<file path="src/hw/atc_pkg.sv">
package atc_pkg;

    // register byte offsets
    localparam logic [7:0] ATC_CSR_OFS = 8'h00;
    localparam logic [7:0] ATC_CR_OFS = 8'h04;
    localparam logic [7:0] ATC_MSTOP_OFS = 8'h08;
    localparam logic [7:0] ATC_IRQ_STAT_OFS = 8'h0C;
    localparam logic [7:0] ATC_IRQ_MASK_OFS = 8'h10;
    localparam logic [7:0] ATC_DATA_OFS = 8'h20;

    // control/status field positions
    localparam int ATC_CSR_FLAG = 7;
    localparam int ATC_CSR_IE = 6;
    localparam int ATC_CSR_START = 5;
    localparam int ATC_CSR_SCAN = 4;
    localparam int ATC_CR_TRGS_LO = 6;
    localparam int ATC_CR_CKS_LO = 2;

    // values after reset and fixed encodings
    localparam logic [3:0] ATC_CH_RST = 4'h0;
    localparam logic [1:0] ATC_TRGS_RST = 2'h0;
    localparam logic [1:0] ATC_CKS_RST = 2'h0;
    localparam logic ATC_MSTOP_RST = 1'b1;
    localparam logic [1:0] ATC_TRGS_EXT = 2'h3;
    localparam logic [1:0] ATC_CR_RSVD = 2'h3;

    // conversion length in states (one state is one clk cycle)
    localparam logic [9:0] ATC_SINGLE_CYC0 = 10'd530;
    localparam logic [9:0] ATC_SINGLE_CYC1 = 10'd266;
    localparam logic [9:0] ATC_SINGLE_CYC2 = 10'd134;
    localparam logic [9:0] ATC_SINGLE_CYC3 = 10'd68;
    localparam logic [9:0] ATC_SCAN_CYC0 = 10'd512;
    localparam logic [9:0] ATC_SCAN_CYC1 = 10'd256;
    localparam logic [9:0] ATC_SCAN_CYC2 = 10'd128;
    localparam logic [9:0] ATC_SCAN_CYC3 = 10'd64;

    typedef enum logic [1:0] {
        ATC_IDLE = 2'b01,
        ATC_CONV = 2'b10
    } atc_state_t;

endpackage

</file>
<file path="src/hw/atc_trig_sync.sv">
`timescale 1ns/1ps
module atc_trig_sync (
    input wire logic clk,
    input wire logic rst_n,
    input wire logic trig_n,
    output logic fall
);
    logic s1_q;
    logic s2_q;
    logic s3_q;

    // pin idles high, so the chain resets high to avoid a false edge
    always_ff @(posedge clk or negedge rst_n) begin
        if (!rst_n) begin
            s1_q <= 1'b1;
            s2_q <= 1'b1;
            s3_q <= 1'b1;
        end else begin
            s1_q <= trig_n;
            s2_q <= s1_q;
            s3_q <= s2_q;
        end
    end

    // edge taken from the settled stages only
    assign fall = s3_q & ~s2_q;

    a_trig_one_cycle: assert property (@(posedge clk) disable iff (!rst_n)
        fall |=> !fall) else $error("trigger pulse longer than one cycle");
endmodule

</file>
<file path="src/hw/atc_conv_timer.sv">
`timescale 1ns/1ps
module atc_conv_timer #(
    parameter int W = 10
) (
    input wire logic clk,
    input wire logic rst_n,
    input wire logic go,
    input wire logic abort,
    input wire logic [W-1:0] load,
    output logic done
);
    logic [W-1:0] cnt_q;

    // down counter; done marks the last state of the conversion
    always_ff @(posedge clk or negedge rst_n) begin
        if (!rst_n) begin
            cnt_q <= '0;
        end else if (abort) begin
            cnt_q <= '0;
        end else if (go) begin
            cnt_q <= load;
        end else if (cnt_q != '0) begin
            cnt_q <= cnt_q - 1'b1;
        end
    end

    assign done = (cnt_q == W'(1));
endmodule

</file>
<file path="src/hw/atc_adc_ctrl.sv">
// Added by the designer: the placing of the registers and the APB register port.
`timescale 1ns/1ps
module atc_adc_ctrl
    import atc_pkg::*;
#(
    parameter int NDATA = 4
) (
    input wire logic clk,
    input wire logic rst_n,
    input wire logic psel,
    input wire logic penable,
    input wire logic pwrite,
    input wire logic [7:0] paddr,
    input wire logic [31:0] pwdata,
    output logic [31:0] prdata,
    output logic pready,
    output logic pslverr,
    input wire logic ext_convert_trigger_n,
    output logic conv_sample,
    output logic [3:0] conv_channel,
    input wire logic [9:0] conv_result,
    output logic conversion_end_irq,
    output logic xfer_req
);
    atc_state_t state_q;
    logic stop_q;
    logic start_q;
    logic start_d;
    logic flag_q;
    logic ie_q;
    logic scan_q;
    logic [3:0] ch_q;
    logic [1:0] trgs_q;
    logic [1:0] cks_q;
    logic [3:0] cur_ch_q;
    logic [9:0] data_q [NDATA];
    logic [31:0] prdata_q;
    logic sample_q;
    logic xfer_q;
    logic acc;
    logic wr_ok;
    logic blocked;
    logic trig_fall;
    logic trig_fire;
    logic launch;
    logic relaunch;
    logic done;
    logic conv_end;
    logic flag_set;
    logic flag_clr;
    logic hw_clr;
    logic [9:0] tmr_load;
    logic [31:0] rd_val;

    // offset decode shared by read mux and error answer
    function automatic logic is_mapped(input logic [7:0] a);
        is_mapped = (a == ATC_CSR_OFS) || (a == ATC_CR_OFS) || (a == ATC_MSTOP_OFS) ||
                    (a == ATC_IRQ_STAT_OFS) || (a == ATC_IRQ_MASK_OFS) ||
                    (a[7:4] == ATC_DATA_OFS[7:4] && a[1:0] == 2'h0 && int'(a[3:2]) < NDATA);
    endfunction

    // conversion length: first conversion after start uses the single table
    function automatic logic [9:0] conv_cycles(input logic [1:0] cks, input logic repeat_conv);
        unique case (cks)
            2'h0: conv_cycles = repeat_conv ? ATC_SCAN_CYC0 : ATC_SINGLE_CYC0;
            2'h1: conv_cycles = repeat_conv ? ATC_SCAN_CYC1 : ATC_SINGLE_CYC1;
            2'h2: conv_cycles = repeat_conv ? ATC_SCAN_CYC2 : ATC_SINGLE_CYC2;
            2'h3: conv_cycles = repeat_conv ? ATC_SCAN_CYC3 : ATC_SINGLE_CYC3;
        endcase
    endfunction

    // apb: zero wait states, errors on unmapped or stopped access
    assign acc = psel & penable;
    assign blocked = stop_q && (paddr != ATC_MSTOP_OFS);
    assign wr_ok = acc & pwrite & ~blocked & is_mapped(paddr);
    assign pready = 1'b1;
    assign pslverr = acc & (~is_mapped(paddr) | blocked);
    assign prdata = prdata_q;

    // trigger pin conditioning
    atc_trig_sync u_trig (
        .clk(clk),
        .rst_n(rst_n),
        .trig_n(ext_convert_trigger_n),
        .fall(trig_fall)
    );

    // pin only counts with source select at 11 and module running
    assign trig_fire = trig_fall && (trgs_q == ATC_TRGS_EXT) && !stop_q;

    // module stop register, stopped out of reset
    always_ff @(posedge clk or negedge rst_n) begin
        if (!rst_n) begin
            stop_q <= ATC_MSTOP_RST;
        end else if (acc && pwrite && paddr == ATC_MSTOP_OFS) begin
            stop_q <= pwdata[0];
        end
    end

    // mode and channel fields; changing them mid-conversion is the user's hazard
    always_ff @(posedge clk or negedge rst_n) begin
        if (!rst_n) begin
            scan_q <= 1'b0;
            ch_q <= ATC_CH_RST;
        end else if (wr_ok && paddr == ATC_CSR_OFS) begin
            scan_q <= pwdata[ATC_CSR_SCAN];
            ch_q <= pwdata[3:0];
        end
    end

    // interrupt enable, reachable from the control word and the mask register
    always_ff @(posedge clk or negedge rst_n) begin
        if (!rst_n) begin
            ie_q <= 1'b0;
        end else if (wr_ok && paddr == ATC_CSR_OFS) begin
            ie_q <= pwdata[ATC_CSR_IE];
        end else if (wr_ok && paddr == ATC_IRQ_MASK_OFS) begin
            ie_q <= pwdata[0];
        end
    end

    // trigger source and clock select
    always_ff @(posedge clk or negedge rst_n) begin
        if (!rst_n) begin
            trgs_q <= ATC_TRGS_RST;
            cks_q <= ATC_CKS_RST;
        end else if (wr_ok && paddr == ATC_CR_OFS) begin
            trgs_q <= pwdata[ATC_CR_TRGS_LO +: 2];
            cks_q <= pwdata[ATC_CR_CKS_LO +: 2];
        end
    end

    // start bit: trigger and software share it, so all later behaviour is common
    always_comb begin
        start_d = start_q;
        if (hw_clr) begin
            start_d = 1'b0;
        end
        if (wr_ok && paddr == ATC_CSR_OFS) begin
            start_d = pwdata[ATC_CSR_START];
        end
        if (trig_fire) begin
            start_d = 1'b1;
        end
        if (stop_q) begin
            start_d = 1'b0;
        end
    end

    always_ff @(posedge clk or negedge rst_n) begin
        if (!rst_n) begin
            start_q <= 1'b0;
        end else begin
            start_q <= start_d;
        end
    end

    // sequencer hooks; a cleared start bit aborts and drops the result
    assign launch = (state_q == ATC_IDLE) && start_q && !stop_q;
    assign conv_end = (state_q == ATC_CONV) && start_q && done;
    assign relaunch = conv_end && scan_q;
    assign hw_clr = conv_end && !scan_q;
    assign tmr_load = conv_cycles(cks_q, relaunch);

    atc_conv_timer #(
        .W(10)
    ) u_tmr (
        .clk(clk),
        .rst_n(rst_n),
        .go(launch | relaunch),
        .abort((state_q == ATC_CONV) && !start_q),
        .load(tmr_load),
        .done(done)
    );

    // conversion state and channel walk
    always_ff @(posedge clk or negedge rst_n) begin
        if (!rst_n) begin
            state_q <= ATC_IDLE;
            cur_ch_q <= ATC_CH_RST;
        end else begin
            unique case (state_q)
                ATC_IDLE: begin
                    if (launch) begin
                        state_q <= ATC_CONV;
                        cur_ch_q <= scan_q ? {ch_q[3:2], 2'h0} : ch_q;
                    end
                end
                ATC_CONV: begin
                    if (!start_q) begin
                        state_q <= ATC_IDLE;
                    end else if (conv_end && !scan_q) begin
                        state_q <= ATC_IDLE;
                    end else if (relaunch) begin
                        // group wraps to its first channel and keeps going
                        cur_ch_q <= (cur_ch_q == ch_q) ? {ch_q[3:2], 2'h0} : cur_ch_q + 4'h1;
                    end
                end
                default: begin
                    state_q <= ATC_IDLE;
                end
            endcase
        end
    end

    // results land in the data register for the channel's lane
    always_ff @(posedge clk or negedge rst_n) begin
        if (!rst_n) begin
            for (int i = 0; i < NDATA; i++) begin
                data_q[i] <= 10'h000;
            end
        end else if (conv_end) begin
            data_q[cur_ch_q[1:0]] <= conv_result;
        end
    end

    // analog side strobe, aligned with the channel update
    always_ff @(posedge clk or negedge rst_n) begin
        if (!rst_n) begin
            sample_q <= 1'b0;
        end else begin
            sample_q <= launch | relaunch;
        end
    end

    assign conv_sample = sample_q;
    assign conv_channel = cur_ch_q;

    // end flag: single end, or scan group end; set wins over a clearing write
    assign flag_set = conv_end && (!scan_q || cur_ch_q == ch_q);
    assign flag_clr = (wr_ok && paddr == ATC_CSR_OFS && pwdata[ATC_CSR_FLAG]) ||
                      (wr_ok && paddr == ATC_IRQ_STAT_OFS && pwdata[0]);

    always_ff @(posedge clk or negedge rst_n) begin
        if (!rst_n) begin
            flag_q <= 1'b0;
        end else begin
            flag_q <= flag_set | (flag_q & ~flag_clr);
        end
    end

    // level request held until software clears the flag or the enable
    assign conversion_end_irq = flag_q & ie_q;

    // one pulse per enabled end event starts a transfer controller read
    always_ff @(posedge clk or negedge rst_n) begin
        if (!rst_n) begin
            xfer_q <= 1'b0;
        end else begin
            xfer_q <= flag_set & ie_q;
        end
    end

    assign xfer_req = xfer_q;

    // read mux; stopped module reads zero except the module stop register
    always_comb begin
        rd_val = 32'h0000_0000;
        if (!blocked) begin
            if (paddr == ATC_CSR_OFS) begin
                rd_val[7:0] = {flag_q, ie_q, start_q, scan_q, ch_q};
            end else if (paddr == ATC_CR_OFS) begin
                rd_val[7:0] = {trgs_q, 2'h0, cks_q, ATC_CR_RSVD};
            end else if (paddr == ATC_MSTOP_OFS) begin
                rd_val[0] = stop_q;
            end else if (paddr == ATC_IRQ_STAT_OFS) begin
                rd_val[0] = flag_q;
            end else if (paddr == ATC_IRQ_MASK_OFS) begin
                rd_val[0] = ie_q;
            end else if (is_mapped(paddr)) begin
                rd_val[9:0] = data_q[paddr[3:2]];
            end
        end
    end

    // read data captured in the setup phase so it comes from a flop
    always_ff @(posedge clk or negedge rst_n) begin
        if (!rst_n) begin
            prdata_q <= 32'h0000_0000;
        end else if (psel && !penable) begin
            prdata_q <= rd_val;
        end
    end

    a_trig_gate: assert property (@(posedge clk) disable iff (!rst_n)
        trig_fall && trgs_q != ATC_TRGS_EXT && !(wr_ok && paddr == ATC_CSR_OFS) && !start_q
        |=> !start_q) else $error("trigger started conversion while not selected");

    a_trig_start: assert property (@(posedge clk) disable iff (!rst_n)
        trig_fall && trgs_q == ATC_TRGS_EXT && !stop_q
        |=> start_q ##1 state_q == ATC_CONV) else $error("trigger did not start conversion");

    a_trig_same: assert property (@(posedge clk) disable iff (!rst_n)
        $rose(start_q) && state_q == ATC_IDLE |=> sample_q && cur_ch_q == (scan_q ? {ch_q[3:2], 2'h0} : ch_q))
        else $error("start did not launch like a software start");

    a_flag_on_end: assert property (@(posedge clk) disable iff (!rst_n)
        conv_end && !scan_q |=> flag_q) else $error("end flag not set after conversion");

    a_irq_raise: assert property (@(posedge clk) disable iff (!rst_n)
        flag_set && ie_q && !(wr_ok && (paddr == ATC_CSR_OFS || paddr == ATC_IRQ_MASK_OFS))
        |=> conversion_end_irq && xfer_req) else $error("request missing after end");

    a_irq_masked: assert property (@(posedge clk) disable iff (!rst_n)
        !ie_q |-> !conversion_end_irq) else $error("request with enable clear");

    a_irq_holds: assert property (@(posedge clk) disable iff (!rst_n)
        conversion_end_irq && !flag_clr && !wr_ok |=> conversion_end_irq)
        else $error("request dropped while flag set");

    a_xfer_pulse: assert property (@(posedge clk) disable iff (!rst_n)
        xfer_req |-> conversion_end_irq ##1 !xfer_req) else $error("transfer request malformed");

    a_single_end: assert property (@(posedge clk) disable iff (!rst_n)
        conv_end && !scan_q && !trig_fire |=> !start_q && state_q == ATC_IDLE)
        else $error("single mode did not stop");

    a_single_busy: assert property (@(posedge clk) disable iff (!rst_n)
        state_q == ATC_CONV && !scan_q && !done && !(wr_ok && paddr == ATC_CSR_OFS) && !stop_q && start_q
        |=> start_q) else $error("start bit dropped mid conversion");

    a_scan_repeat: assert property (@(posedge clk) disable iff (!rst_n)
        relaunch && start_d |=> state_q == ATC_CONV ##1 !sample_q) else $error("scan did not repeat");

    a_stop_halts: assert property (@(posedge clk) disable iff (!rst_n)
        stop_q |=> !start_q && !sample_q) else $error("conversion while stopped");

    a_stop_blocks: assert property (@(posedge clk) disable iff (!rst_n)
        acc && pwrite && stop_q && paddr == ATC_CR_OFS |=> $stable(trgs_q) && $stable(cks_q))
        else $error("write took effect while stopped");

    a_result_range: assert property (@(posedge clk) disable iff (!rst_n)
        acc && !pwrite && paddr[7:4] == ATC_DATA_OFS[7:4] |-> prdata[31:10] == 22'h0)
        else $error("result wider than ten bits");
endmodule

</file>
<file path="config.mk">
export PLATFORM = sky130hd
export DESIGN_NAME = atc_adc_ctrl
export DESIGN_NICKNAME = d
export VERILOG_FILES = /design/src/hw/atc_pkg.sv /design/src/hw/atc_trig_sync.sv /design/src/hw/atc_conv_timer.sv /design/src/hw/atc_adc_ctrl.sv
export SDC_FILE = /design/constraint.sdc
export NUM_CORES = 1
export LEC_CHECK = 0
export BUFFER_PORTS_ARGS = -buffer_cell sky130_fd_sc_hd__buf_4
export CAP_MARGIN = 20
export CORE_ASPECT_RATIO = 1.2
export CORE_MARGIN = 2
export CORE_UTILIZATION = 50
export DETAILED_ROUTE_END_ITERATION = 16
export PLACE_DENSITY = 0.83
export SYNTH_ARGS = -nofsm -noshare
export SYNTH_HDL_FRONTEND = slang
export SYNTH_SLANG_ARGS = --single-unit
</file>
<file path="constraint.sdc">
create_clock -name clk -period 4.9 [get_ports clk]
set_input_delay 0.735 -clock clk [delete_from_list [all_inputs] [get_ports clk]]
set_output_delay 0.735 -clock clk [all_outputs]
set_load 0.02 [all_outputs]
</file>
# == After elaboration in Yosys (flattened, before gate mapping) ==
# Index checks and enable logic that the tools add are counted.
# totals
input_bits,56
register_bits,84
word_cells,149
# classes
addsub,2
mux,43
n_lt_le_gt_ge,3
n_eq_ne,19
bitwise_logic,18
reduce_logical,43
# ops
operator,n
$mux 10,8
$bwmux 40,1
$pmux 10 s4,1
$mux 9,3
$mux 4,6
$logic_and 1x1->1,22
$bmux 10 s2,1
$demux 10 s2,1
$eq 8x4->1 const B,2
$mux 8,2
$mux 2,6
$eq 10x1->1 const B,1
$reduce_bool 10->1,1
$sub 10x1->10 const B,1
$and 1x1->1,9
$mux 1,9
$eq 2x2->1 const B,4
$eq 8x3->1 const B,1
$eq 8x5->1 const B,1
$logic_not 8->1,1
$ne 2x2->1 const B,4
$ne 8x4->1 const B,1
$pmux 4 s2,1
$logic_or 1x1->1,7
other kinds (20),34

# == Logic depth before layout (Yosys ltp) ==
# logic_depth
word_depth,13
mapped_depth,7
mapped_depth_nobuf,7

# == Modules after synthesis ==
# From an unflattened synthesis, not the netlist that was laid out.
# unflattened
hier_cells,388
hier_area_um2,4411.7
# modules_own_cells
mod,cells_each,area_each_um2,instances
atc_adc_ctrl,317,3698.5,1
atc_conv_timer,67,620.6,1
atc_trig_sync,4,92.6,1

# == Worst setup path after synthesis ==
# Ideal clock, no wire load.
# synth_timing
path_type,input to output
startpoint,in paddr[2]
endpoint,out pslverr
stages,5
required_time_ns,4.165
n_path_buf,1
arrival_time_ns,1.759
slack_ns,2.406
path_cell_list,buf_2 or3_1 a21o_1 a21oi_1 nor2_1
# synth_between
elab_chain_len,9
elab_cells_between_ends,15
classes_between,eq/ne (5); bitwise (3); reduce/logical (7)
# synth_lines
element,line,rtl
start: declaration,atc_adc_ctrl.sv:13,"input wire logic [7:0] paddr,"
$eq 8x3->1 or $logic_not 8->1 (tied branches),atc_adc_ctrl.sv:57,is_mapped = (a == ATC_CSR_OFS) || (a == ATC_CR_OFS) || (a == ATC_MSTOP_OFS) ||
$logic_or 1x1->1 (3 in a row),atc_adc_ctrl.sv:57,
$logic_or 1x1->1 (2 in a row),atc_adc_ctrl.sv:58,(a == ATC_IRQ_STAT_OFS) || (a == ATC_IRQ_MASK_OFS) ||
$not 1->1,atc_adc_ctrl.sv:77,assign pslverr = acc & (~is_mapped(paddr) | blocked);
$or 1x1->1 (*),atc_adc_ctrl.sv:77,
$and 1x1->1 (*),atc_adc_ctrl.sv:77,
end: declaration,atc_adc_ctrl.sv:17,"output logic pslverr,"
# Mark *: on every way between the ends. The rest lies on a longest branch, timed or not.

# == Final worst setup path ==
# Same ends and word-level chain as after synthesis.

==> metrics.md <==
| Metric | Value |
|---|---|
| Final worst path period share | 55.73% |
| Clk_lat worst skew | 0.35 ns |
| Vias | 3,137 |
| Setup crit end kind | output port |
| Simple-gate share of the synthesized area | 13.00% |
| Area of the multi-input gates | 2132 um^2 |
| CTS resizes | 0 |
| Crit start category | input port |
| Root Driver | clkbuf_8 |
| Post-CTS Hold Fix Bufs | 0 |
| Design area | 5020 um^2 |
| Setup_tns | 0 ns |
| Post-synth EDFFs | 0 |
| Starting DRT DRC Count | 210 |
| CP Data Arrival Time | 2.00 ns |
| Rel. slew slack | 58.09% |
| Top post-synthesis cells by area | dfrtp_1 (44%), mux2_2 (13%), mux4_2 (5.1%) |
| Final worst slack | 2.169 ns |
| Die X-Extent | 90.18 um |
| Vias in the first global route | 3,114 |
| Highest clock rate | 0.3662 GHz |
| Hold Path Class | input port to async pin |
| Beginning of the worst register-to-register path | u_tmr.cnt_q[1] |
| CTS tree | done |
| CP startpoint | paddr[2] |
| Number of remaining DRC errors | 0 |
| Total design power | 1.901 mW |
| Clock transition at the registers of the reported paths | 0.09 ns |
| Number of synthesized register bits | 84 |
| Setup WS pre-CTS | 2.164 ns |
| CP max stage cell | or3_1 |
| Post-synthesis instance total | 373 |
| Final setup vio count | 0 |
| Layout area overhead | 12.66% |
| Ys flop type | dfrtp_1 |
| Post-Layout Cell Count | 540 |
| Slowest stage delay, CP | 0.49 ns |
| First-pass GRT wire length | 15,640 um |
| Leakage | 2.163 nW |
| WS Path Type | input port to output port |
| Post-CTS Setup Inserts | 0 |
| Grt ovf | 0 |
| Top cell type by total area after synthesis | dfrtp_1 |
| Hold WS | 0.2063 ns |
| Initial Utilization | 51.74% |
| Yosys cell types | 67 |
| Largest family of logic cells by synthesized area | multiplexers |
| VDD IR-drop max | 0.1953 mV |
| Post-route ant nets | 0 |
| Worst-margin pin slew | 0.6204 ns |
| Wire length per cell | 17.86 um |
| Vias per Instance | 5.809 |
| Core Util, Final | 58.30% |
| Post-DP HPWL | 6900 um |
| Share of layout cells above drive strength 1 | 35.70% |
| Pin count of the biggest net entering global routing | 85 |
| Outcome | finished clean |
| Commonest cells post-synth | dfrtp_1 (79), mux2_2 (51), buf_4 (25) |
| YS warnings | 0 |
| RSZ-0062 raised after global routing | no |
| XOR/XNOR Fraction of Synth Area | 1.573% |
| # diodes | 0 |
| CP Cell Sequence | buf_4 -> or3_1 -> a21o_1 -> a21oi_1 -> nor2_1 -> buf_4 |
| Initial antenna violation count | 0 |
| FP Rows | 37 |
| Num CTS Buffers | 9 |
| GRT Util Overall | 20.37% |
| Critical-path maximum fanout | 25 |
| Maxcap violations | 0 |
| Total core area | 8611 um^2 |
| Area after DPL | 4811 um^2 |
| Synth top area share | 44.37% |
| Die Y | 107.4 um |
| Post-synthesis sequential area ratio | 47.32% |
| Maximum clock path buffer count | 2 |
| Register area | 2108 um^2 |
| Critical Path RT | 4.16 ns |
| Count leader, synth | dfrtp_1 |
| DR pass1 iterations | 5 |
| Final Skew | 0.01005 ns |
| Final worst path period need | 2.731 ns |
| Fill count | 732 |
| I/O Buffers | 49 |
| Avg Synthesized Cell Area | 11.95 um^2 |
| Final hold violation count | 0 |
| H-tree depth | 3 |
| Die ar. | 9686 um^2 |
| Post-synth ARST share | 100.0% |
| Final Wtd Congestion | 0.8624 |
| Placed Instances | 523 |
| Final WL | 9646 um |
| Pwr Density | 378.8 nW/um^2 |
| Synth Area in Adders | 1.966% |
| Cell Area, Synth | 4456 um^2 |
| Most numerous cell on the critical path | buf_4 |
| Post-synthesis compound-gate area fraction | 10.50% |
| Clock sink total | 84 |
| Mux share of post-synthesis cell area | 18.87% |
| Nets | 481 |
| # IOs | 97 |
| Max-slew violations | 0 |
worst paths after layout:
kind | end | cells after the start | slack (ns)
hold reg to reg | u_trig.s2_q | 0 | 0.36
setup / recovery | pslverr | 6 | 2.17
min in group clk | u_trig.s2_q | 0 | 0.36
setup reg to reg | data_q[10] | 6 | 2.54
hold / removal | u_tmr.cnt_q[3] | 1 | 0.21
max in group asynchronous | state_q[0] | 2 | 4.09
sequential cells by signal, indices dropped and copies added, names as in the netlist, 2 cells and up:
name / count
data_q: 40
conv_channel: 4
u_tmr.cnt_q: 10
state_q: 2
prdata: 10
ch_q: 4
trgs_q: 2
cks_q: 2
layout by cell type, fill, tap and decap left out, types with 4 or more instances in the layout:
master / Yosys / layout
nor3_1: 8 / 8
xnor2_1: 8 / 8
dfstp_2: 5 / 5
buf_4: 25 / 51
a22oi_1: 7 / 7
a21oi_1: 11 / 11
nand2_2: 4 / 4
inv_1: 10 / 10
nand2b_1: 6 / 6
mux2_2: 51 / 51
nand3_1: 5 / 5
clkbuf_8: 0 / 9
mux4_2: 10 / 10
nor2_1: 11 / 11
nand4_1: 6 / 6
o21ai_0: 11 / 11
ha_1: 7 / 7
a32oi_1: 4 / 4
dfrtp_1: 79 / 79
nand2_1: 19 / 19
or4_1: 6 / 6
conb_1: 2 / 23
kinds of logic (layout without fill, tap and decap cells):
| kind of cell | Yosys count | after routing |
|---|---|---|
| compound gates | 65 | 65 |
| xor+xnor | 8 | 8 |
| fa+ha+maj | 7 | 7 |
| buf+inv | 50 | 79 |
| flops | 84 | 84 |
| mux | 65 | 65 |
| other cells | 2 | 23 |
| simple gates | 92 | 92 |
per-layer routing:
metal | part of all wire (%) | GRT usage (%)
met1 | 41 | 25.12
met4 | 1.8 | 6.593
met5 | 0 | 0
met3 | 4.3 | 3.782
met2 | 53 | 36.31
worst max-delay path, delay by kind of cell:
family	cells	cell delay (ns)
buf+inv	2	0.37
simple gates	2	0.54
compound gates	2	0.34
final cells by class:
cell class / count / area share, %
Inverter: 11 / 0.8225
Tap cell: 117 / 2.916
Clock inverter: 7 / 1.147
Sequential cell: 84 / 42.00
Timing Repair Buffer: 52 / 8.175
Clock buffer: 9 / 2.468
Multi-Input combinational cell: 260 / 42.47
where the power goes:
part	internal [mW]	leakage [nW]	switching, mW	total [mW]
logic	0.258	1.05	0.301	0.560
clock network	0.190	0.0829	0.267	0.457
registers	0.786	1.03	0.0992	0.885
total	1.23	2.16	0.667	1.90
Power figures use the tool's default switching activity.
